==> src/design/ddr_cmd_cfg.svh <==
`ifndef DDR_CMD_CFG_SVH
`define DDR_CMD_CFG_SVH
// extended mode word bit positions, then the auto-precharge address bit
`define EMR_DLL_OFF_BIT 0
`define EMR_DRV_LO_BIT 1
`define EMR_DRV_HI_BIT 6
`define EMR_TEST_BIT 7
`define EMR_RSV0_BIT 9
`define EMR_RSV1_BIT 10
`define EMR_RSV2_BIT 11
`define ADDR_AP_BIT 10
// drive strength codes {a6,a1}
`define DRV_FULL 2'h0
`define DRV_60 2'h1
`define DRV_RSVD 2'h2
`define DRV_30 2'h3
// bank selects for mode set
`define BA_MODE 2'h0
`define BA_EXT_MODE 2'h1
// controller register map (axi4-lite byte addresses)
`define REG_CMD 4'h0
`define REG_ADDR 4'h4
`define REG_WDATA 4'h8
`define REG_STATUS 4'hc
`endif

==> src/design/ddr_cmd_pkg.sv <==
package ddr_cmd_pkg;
	typedef enum logic [3:0] {
		cmd_deselect = 4'h0,
		cmd_nop = 4'h1,
		cmd_activate = 4'h2,
		cmd_precharge = 4'h3,
		cmd_read = 4'h4,
		cmd_write = 4'h5,
		cmd_mode_set = 4'h6,
		cmd_refresh = 4'h7,
		cmd_burst_stop = 4'h8
	} cmd_t;
	typedef enum logic [1:0] {
		pwr_normal = 2'h0,
		pwr_down = 2'h1,
		pwr_self_refresh = 2'h2
	} pwr_t;
endpackage

==> src/design/ddr_cmd_if.sv <==
`timescale 1ns/1ps
interface ddr_cmd_if;
	logic cs_n;
	logic ras_n;
	logic cas_n;
	logic we_n;
	logic cke;
	logic [1:0] ba;
	logic [11:0] addr;
	logic lower_byte_mask;
	logic upper_byte_mask;
	logic [15:0] dq;
	modport controller(output cs_n, ras_n, cas_n, we_n, cke, ba, addr, lower_byte_mask,
		upper_byte_mask, dq);
	modport memory(input cs_n, ras_n, cas_n, we_n, cke, ba, addr, lower_byte_mask,
		upper_byte_mask, dq);
endinterface

==> src/design/ddr_cmd_device.sv <==
// The implementer's own choices: the address map and the AXI4-Lite slave port.
`timescale 1ns/1ps
`include "ddr_cmd_cfg.svh"
module ddr_cmd_device #(
	parameter int BANKS = 4
) (
	input wire logic aclk,
	input wire logic aresetn,
	// link from controller
	ddr_cmd_if.memory link,
	// decoded view
	output logic [3:0] last_cmd,
	output logic cmd_pulse,
	output logic [1:0] pwr_state,
	output logic [11:0] mode_config,
	output logic [11:0] extended_mode_config,
	output logic dll_disabled,
	output logic [1:0] drive_strength,
	output logic test_mode,
	output logic [BANKS-1:0] bank_open,
	output logic illegal_cmd,
	output logic [15:0] write_data,
	output logic [1:0] write_lane_en
);
	ddr_cmd_pkg::cmd_t cmd;
	logic cke_prev_reg;
	logic in_burst_reg;
	logic sel;
	logic ap;
	logic bank_active;
	logic [1:0] bank_idx;

	assign bank_idx = link.ba;
	assign ap = link.addr[`ADDR_AP_BIT];
	assign bank_active = bank_open[bank_idx];

	always_comb begin
		cmd = ddr_cmd_pkg::cmd_nop;
		if (link.cs_n) begin
			cmd = ddr_cmd_pkg::cmd_deselect;
		end else begin
			case ({link.ras_n, link.cas_n, link.we_n})
				3'h3: cmd = ddr_cmd_pkg::cmd_activate;
				3'h2: cmd = ddr_cmd_pkg::cmd_precharge;
				3'h4: cmd = ddr_cmd_pkg::cmd_write;
				3'h5: cmd = ddr_cmd_pkg::cmd_read;
				3'h0: cmd = ddr_cmd_pkg::cmd_mode_set;
				3'h1: cmd = ddr_cmd_pkg::cmd_refresh;
				3'h6: cmd = ddr_cmd_pkg::cmd_burst_stop;
				default: cmd = ddr_cmd_pkg::cmd_nop;
			endcase
		end
	end

	// a command edge counts only if cke was high on the previous edge
	assign sel = cke_prev_reg && pwr_state == ddr_cmd_pkg::pwr_normal;

	always_ff @(posedge aclk) begin
		if (!aresetn) begin
			cke_prev_reg <= 1'b0;
		end else begin
			cke_prev_reg <= link.cke;
		end
	end

	always_ff @(posedge aclk) begin
		if (!aresetn) begin
			last_cmd <= 4'h0;
			cmd_pulse <= 1'b0;
		end else begin
			cmd_pulse <= sel && cmd != ddr_cmd_pkg::cmd_deselect;
			if (sel) begin
				last_cmd <= cmd;
			end
		end
	end

	always_ff @(posedge aclk) begin
		if (!aresetn) begin
			pwr_state <= ddr_cmd_pkg::pwr_normal;
		end else begin
			case (pwr_state)
				ddr_cmd_pkg::pwr_normal: begin
					if (cke_prev_reg && !link.cke) begin
						if (cmd == ddr_cmd_pkg::cmd_refresh) begin
							pwr_state <= ddr_cmd_pkg::pwr_self_refresh;
						end else if ((cmd == ddr_cmd_pkg::cmd_deselect ||
							cmd == ddr_cmd_pkg::cmd_nop) && !in_burst_reg) begin
							pwr_state <= ddr_cmd_pkg::pwr_down;
						end
					end
				end
				default: begin
					// write-enable is a don't-care on exit, so the stop encoding wakes too
					if (!cke_prev_reg && link.cke && (link.cs_n ||
						(link.ras_n && link.cas_n))) begin
						pwr_state <= ddr_cmd_pkg::pwr_normal;
					end
				end
			endcase
		end
	end

	// mode words are undefined at power up; clear them for a known start
	always_ff @(posedge aclk) begin
		if (!aresetn) begin
			mode_config <= 12'h000;
			extended_mode_config <= 12'h000;
		end else if (sel && cmd == ddr_cmd_pkg::cmd_mode_set) begin
			if (link.ba == `BA_MODE) begin
				mode_config <= link.addr;
			end else if (link.ba == `BA_EXT_MODE) begin
				extended_mode_config <= link.addr;
			end
		end
	end

	always_ff @(posedge aclk) begin
		if (!aresetn) begin
			dll_disabled <= 1'b0;
			drive_strength <= `DRV_FULL;
			test_mode <= 1'b0;
		end else begin
			dll_disabled <= extended_mode_config[`EMR_DLL_OFF_BIT];
			drive_strength <= {extended_mode_config[`EMR_DRV_HI_BIT],
				extended_mode_config[`EMR_DRV_LO_BIT]};
			test_mode <= extended_mode_config[`EMR_TEST_BIT];
		end
	end

	// bank open table; per-bank update kept in one loop
	for (genvar b = 0; b < BANKS; b++) begin : g_bank
		always_ff @(posedge aclk) begin
			if (!aresetn) begin
				bank_open[b] <= 1'b0;
			end else if (sel) begin
				if (cmd == ddr_cmd_pkg::cmd_activate && bank_idx == b) begin
					bank_open[b] <= 1'b1;
				end else if (cmd == ddr_cmd_pkg::cmd_precharge && (ap || bank_idx == b)) begin
					bank_open[b] <= 1'b0;
				end else if ((cmd == ddr_cmd_pkg::cmd_read || cmd == ddr_cmd_pkg::cmd_write)
					&& ap && bank_idx == b) begin
					bank_open[b] <= 1'b0;
				end
			end
		end
	end

	// burst tracking is coarse: a read/write to an open bank opens it, stop/precharge/nop/deselect ends it
	always_ff @(posedge aclk) begin
		if (!aresetn) begin
			in_burst_reg <= 1'b0;
		end else if (sel) begin
			if ((cmd == ddr_cmd_pkg::cmd_read || cmd == ddr_cmd_pkg::cmd_write) &&
				bank_active) begin
				in_burst_reg <= 1'b1;
			end else if (cmd == ddr_cmd_pkg::cmd_burst_stop ||
				cmd == ddr_cmd_pkg::cmd_precharge || cmd == ddr_cmd_pkg::cmd_nop ||
				cmd == ddr_cmd_pkg::cmd_deselect) begin
				in_burst_reg <= 1'b0;
			end
		end
	end

	always_ff @(posedge aclk) begin
		if (!aresetn) begin
			illegal_cmd <= 1'b0;
		end else begin
			illegal_cmd <= 1'b0;
			if (sel) begin
				case (cmd)
					ddr_cmd_pkg::cmd_activate: illegal_cmd <= bank_active;
					ddr_cmd_pkg::cmd_read, ddr_cmd_pkg::cmd_write:
						illegal_cmd <= !bank_active;
					ddr_cmd_pkg::cmd_mode_set:
						illegal_cmd <= |bank_open || link.ba[1];
					ddr_cmd_pkg::cmd_refresh: illegal_cmd <= |bank_open;
					default: illegal_cmd <= 1'b0;
				endcase
			end
		end
	end

	always_ff @(posedge aclk) begin
		if (!aresetn) begin
			write_data <= 16'h0000;
			write_lane_en <= 2'h0;
		end else begin
			write_lane_en <= 2'h0;
			if (sel && cmd == ddr_cmd_pkg::cmd_write && bank_active) begin
				write_data <= link.dq;
				write_lane_en <= {!link.upper_byte_mask, !link.lower_byte_mask};
			end
		end
	end
endmodule

==> src/flat_wrapper.sv <==
// flat-port wrapper written by rule: the top's interface ports become plain ports
module ddr_cmd_device_flat 
#(
	parameter int BANKS = 4
)
  (aclk, aresetn, last_cmd, cmd_pulse, pwr_state, mode_config, extended_mode_config, dll_disabled, drive_strength, test_mode, bank_open, illegal_cmd, write_data, write_lane_en, link_cs_n, link_ras_n, link_cas_n, link_we_n, link_cke, link_ba, link_addr, link_lower_byte_mask, link_upper_byte_mask, link_dq);
  ddr_cmd_if link_i ();
  input wire logic aclk;
  input wire logic aresetn;
  output logic [3:0] last_cmd;
  output logic cmd_pulse;
  output logic [1:0] pwr_state;
  output logic [11:0] mode_config;
  output logic [11:0] extended_mode_config;
  output logic dll_disabled;
  output logic [1:0] drive_strength;
  output logic test_mode;
  output logic [BANKS-1:0] bank_open;
  output logic illegal_cmd;
  output logic [15:0] write_data;
  output logic [1:0] write_lane_en;
  input wire logic [$bits(link_i.cs_n)-1:0] link_cs_n;
  input wire logic [$bits(link_i.ras_n)-1:0] link_ras_n;
  input wire logic [$bits(link_i.cas_n)-1:0] link_cas_n;
  input wire logic [$bits(link_i.we_n)-1:0] link_we_n;
  input wire logic [$bits(link_i.cke)-1:0] link_cke;
  input wire logic [$bits(link_i.ba)-1:0] link_ba;
  input wire logic [$bits(link_i.addr)-1:0] link_addr;
  input wire logic [$bits(link_i.lower_byte_mask)-1:0] link_lower_byte_mask;
  input wire logic [$bits(link_i.upper_byte_mask)-1:0] link_upper_byte_mask;
  input wire logic [$bits(link_i.dq)-1:0] link_dq;
  assign link_i.cs_n = link_cs_n;
  assign link_i.ras_n = link_ras_n;
  assign link_i.cas_n = link_cas_n;
  assign link_i.we_n = link_we_n;
  assign link_i.cke = link_cke;
  assign link_i.ba = link_ba;
  assign link_i.addr = link_addr;
  assign link_i.lower_byte_mask = link_lower_byte_mask;
  assign link_i.upper_byte_mask = link_upper_byte_mask;
  assign link_i.dq = link_dq;
  ddr_cmd_device #(.BANKS(BANKS)) u_core (.aclk(aclk), .aresetn(aresetn), .link(link_i), .last_cmd(last_cmd), .cmd_pulse(cmd_pulse), .pwr_state(pwr_state), .mode_config(mode_config), .extended_mode_config(extended_mode_config), .dll_disabled(dll_disabled), .drive_strength(drive_strength), .test_mode(test_mode), .bank_open(bank_open), .illegal_cmd(illegal_cmd), .write_data(write_data), .write_lane_en(write_lane_en));
endmodule
==> config.mk <==
export PLATFORM = sky130hd
export DESIGN_NAME = ddr_cmd_device_flat
export DESIGN_NICKNAME = d
export VERILOG_FILES = /design/src/design/ddr_cmd_pkg.sv /design/src/design/ddr_cmd_if.sv /design/src/design/ddr_cmd_device.sv /design/src/flat_wrapper.sv
export VERILOG_INCLUDE_DIRS = /design/src /design/src/design
export SDC_FILE = /design/constraint.sdc
export NUM_CORES = 1
export LEC_CHECK = 0
export ABC_CLOCK_PERIOD_IN_PS = 3550
export BUFFER_PORTS_ARGS = -buffer_cell sky130_fd_sc_hd__clkbuf_2
export CAP_MARGIN = 20
export CORE_UTILIZATION = 51
export CTS_CLUSTER_DIAMETER = 120
export DETAILED_ROUTE_END_ITERATION = 6
export GPL_TIMING_DRIVEN = 0
export PLACE_DENSITY = 0.84
export SYNTH_ARGS = -nofsm -noshare
export SYNTH_HDL_FRONTEND = slang
export SYNTH_SLANG_ARGS = --single-unit
export TNS_END_PERCENT = 10
==> constraint.sdc <==
create_clock -name aclk -period 3.55 [get_ports aclk]
set_input_delay 0.1775 -clock aclk [delete_from_list [all_inputs] [get_ports aclk]]
set_output_delay 0.1775 -clock aclk [all_outputs]
set_load 0.01 [all_outputs]
==> metrics.md <==
| Metric | Value |
|---|---|
| Status | `complete, no violations` |
| Worst-case clock buffer depth | `2` |
| Die height | `70.3 um` |
| Die W | `70.3 um` |
| Initial Utilization | `53.9%` |
| Synth Net Count | `305` |
| Post-Layout Cell Count | `427` |
| First-pass GRT wire length | `10.0 mm` |
| Fin crit period | `1.68 ns` |
| Placed Cells | `411` |
| Crit. path cell count | `5` |
| HPWL after DPL | `4.28 mm` |
| TritonCTS clock tree | `yes` |
| Top Registers | `u_core.write_data (16), u_core.extended_mode_config (12), u_core.mode_config (12)` |
| Warnings, synthesis | `0` |
| Critical path cell sequence | `nor3b_4 > nand4_4 > buf_6 > nand3_1 > o21ai_1` |
| Initial drt markers | `135` |
| Reg-to-Reg End | `u_core.write_data[13]$_SDFFE_PN0P_` |
| Pwr Total | `1530 uW` |
| Critical path class | `register to register` |
| Unique masters post-synth | `40` |
| Endpoints failing setup | `0` |
| Total power density per cell area | `485 nW/um^2` |
| Postcts setup bufs | `0` |
| Max incr delay on CP | `0.55 ns` |
| RSZ-0062 raised after global routing | `no` |
| Least-Margin Pin Slew | `0.602 ns` |
| Slowest-stage cell, CP | `nor3b_4` |
| Port Buf Inserts | `93` |
| Largest register by flop count | `u_core.write_data` |
| Maxcap violations | `0` |
| Worst hold path type | `input pin to register` |
| Full die area | `4940 um^2` |
| VDD IR-drop max | `0.271 mV` |
| Clk_skew | `0.0113 ns` |
| DRC | `0` |
| Leak | `0.00138 uW` |
| GP Congestion | `0.829` |
| Seq/Total Area, Yosys | `50.5%` |
| Final period utilization | `47.4%` |
| Cell area after synthesis | `2380 um^2` |
| Drt via density | `5.43` |
| CTS sink count | `60` |
| H-tree levels | `3` |
| Gr ovfl total | `0` |
| CP Capture Point | `u_core.write_data[13]$_SDFFE_PN0P_` |
| Share of cells above drive strength 1 | `33.9%` |
| Max_slew headroom | `59.8%` |
| Worst EP arrival | `1.90 ns` |
| Gr usage total | `25.7%` |
| Worst r2r path cells | `5` |
| FF-to-FF setup slack | `1.87 ns` |
| Worst setup SP type | `register` |
| Worst skew pair latency | `0.34 ns` |
| Initial antenna violation count | `0` |
| Fill cell count | `364` |
| Flops & latches, synth | `60` |
| Largest net degree at the start of global routing | `12` |
| Mean Syn Cell Area | `8.94 um^2` |
| Worst R2R Start | `u_core.pwr_state[0]$_SDFFE_PN0P_` |
| ANT nets after route | `0` |
| CP Max Fanout | `10` |
| Setup TNS | `0 ns` |
| First-pass iteration count of the detailed router | `4` |
| CTS buffer count | `9` |
| Drt total wl | `6.04 mm` |
| Post_cts resized | `0` |
| Number of global-route vias before repair | `2103` |
| CP top delay family | `simple AND/OR/NAND/NOR gates` |
| Clock root buffer | `clkbuf_8` |
| Via Count | `2317` |
| Buf+Inv Stages, Crit Path | `1` |
| Hold_ws | `0.00625 ns` |
| Cells after Synth | `266` |
| Antenna cells | `0` |
| Largest register FFs | `16` |
| Core Rows | `24` |
| Syn-to-layout area delta | `32.8%` |
| CP Data Required Time | `3.77 ns` |
| Ports | `97` |
| Fin nets | `409` |
| Reg clk slew, reported paths | `0.07 ns` |
| Final Hold Fails | `0` |
| Final Slew Violations | `0` |
| DR WL/cell | `14.1 um` |
| Area of the core | `4410 um^2` |
| FMAX | `0.595 GHz` |
| Critical Path Start | `u_core.pwr_state[0]$_SDFFE_PN0P_` |
| Critical Path End Type | `register` |
| CTS Hold Bufs | `0` |
==> layer usage <==
metal  vias to the layer above  routed length [um]  global-route usage [%]
met5                         -                   0                       0
met4                         0                  66                    7.33
met3                         6                 401                    6.35
met2                        94                2980                    42.2
met1                      1080                2590                    33.4
li1                       1137                   -                       -
==> power by group <==
| part | leakage (uW) | total [uW] | internal [uW] | switching (uW) |
|---|---|---|---|---|
| combinational | 0.000778 | 92.3 | 36.3 | 56.1 |
| clock | 0.000122 | 761 | 485 | 275 |
| sequential | 0.000484 | 679 | 676 | 2.52 |
| total | 0.00138 | 1530 | 1200 | 334 |
==> per-stage QoR <==
stage	setup slack (ns)	utilization (%)	cell area (um^2)
after floorplan	2.07	-	2380
after global placement	1.93	65.9	2910
after detailed placement	1.90	65.9	2910
after CTS	1.88	71.5	3160
after global routing	1.72	71.5	3160
final	1.87	71.5	3160
==> cell usage in the layout, fill, tap and decap left out, types with 2 or more instances in the layout <==
| cell type | netlist | routed |
|---|---|---|
| clkbuf_2 | 0 | 93 |
| dfxtp_1 | 60 | 60 |
| nand2_1 | 43 | 43 |
| nand3_1 | 39 | 39 |
| o21ai_1 | 29 | 29 |
| o21ai_0 | 13 | 13 |
| clkbuf_8 | 0 | 10 |
| clkbuf_1 | 8 | 8 |
| a21oi_1 | 7 | 7 |
| and2_1 | 6 | 6 |
| buf_6 | 5 | 5 |
| nor2b_1 | 5 | 5 |
| nor2_1 | 4 | 4 |
| buf_1 | 4 | 4 |
| o22ai_1 | 4 | 4 |
| nand2b_1 | 3 | 3 |
| buf_4 | 3 | 3 |
| a21boi_0 | 3 | 3 |
| bufinv_16 | 0 | 3 |
| nand4_4 | 2 | 2 |
| nor3b_2 | 2 | 2 |
| o31a_1 | 2 | 2 |
| nor3_1 | 2 | 2 |
| o21a_1 | 2 | 2 |
| a31oi_1 | 2 | 2 |
==> Yosys cell counts <==
library cell / number / area, um^2
dfxtp_1: 60 / 1200
nand2_1: 43 / 161
nand3_1: 39 / 195
o21ai_1: 29 / 145
o21ai_0: 13 / 65.1
clkbuf_1: 8 / 30.0
a21oi_1: 7 / 35.0
and2_1: 6 / 37.5
buf_6: 5 / 56.3
nor2b_1: 5 / 31.3
buf_1: 4 / 15.0
nor2_1: 4 / 15.0
o22ai_1: 4 / 25.0
a21boi_0: 3 / 22.5
buf_4: 3 / 22.5
nand2b_1: 3 / 18.8
a31oi_1: 2 / 12.5
nand4_4: 2 / 42.5
nor3_1: 2 / 10.0
nor3b_2: 2 / 25.0
o21a_1: 2 / 15.0
o31a_1: 2 / 17.5
a211o_1: 1 / 8.76
inv_1: 1 / 3.75
mux4_2: 1 / 22.5
nand3b_1: 1 / 7.51
nand4_1: 1 / 6.26
nand4b_4: 1 / 23.8
nor2_2: 1 / 6.26
nor3b_1: 1 / 7.51
nor3b_4: 1 / 18.8
nor4b_1: 1 / 8.76
o311ai_0: 1 / 8.76
o31ai_1: 1 / 7.51
or2_2: 1 / 6.26
or3b_1: 1 / 8.76
or3b_2: 1 / 8.76
or4_1: 1 / 7.51
xnor2_1: 1 / 8.76
xor2_1: 1 / 8.76
==> logic make-up (layout without fill, tap and decap cells) <==
group / Yosys count / after routing / synth area share, %
buf+inv: 21 / 130 / 5.37
simple gates: 117 / 117 / 27.2
mux: 1 / 1 / 0.947
compound gates: 65 / 65 / 15.3
flops: 60 / 60 / 50.5
xor+xnor: 2 / 2 / 0.737
==> layout make-up <==
type	instances	area, um^2	share of cell area, %
repair buffers	93	465	14.7
inverters	1	3.75	0.119
flip-flops and latches	60	1200	38.0
plain buffers	20	124	3.92
clock buffers	10	138	4.36
clock inverters	6	111	3.53
multi-input cells	185	1050	33.2
well taps	52	65.1	2.06
==> worst min path at each step <==
stage          depth (start not counted)                            endpoint                  from  slack [ns]
6_report                               2  u_core.write_lane_en[1]$_SDFF_PN0_  link_upper_byte_mask       0.006
5_1_grt                                2  u_core.write_lane_en[1]$_SDFF_PN0_  link_upper_byte_mask       0.004
4_1_cts                                2  u_core.write_lane_en[1]$_SDFF_PN0_  link_upper_byte_mask       0.001
3_5_place_dp                           2  u_core.write_lane_en[1]$_SDFF_PN0_  link_upper_byte_mask        0.35
3_3_place_gp                           2  u_core.write_lane_en[1]$_SDFF_PN0_  link_upper_byte_mask        0.35
2_1_floorplan                          1  u_core.write_lane_en[0]$_SDFF_PN0_  link_lower_byte_mask        0.25
(Power assumes the default switching activity.)
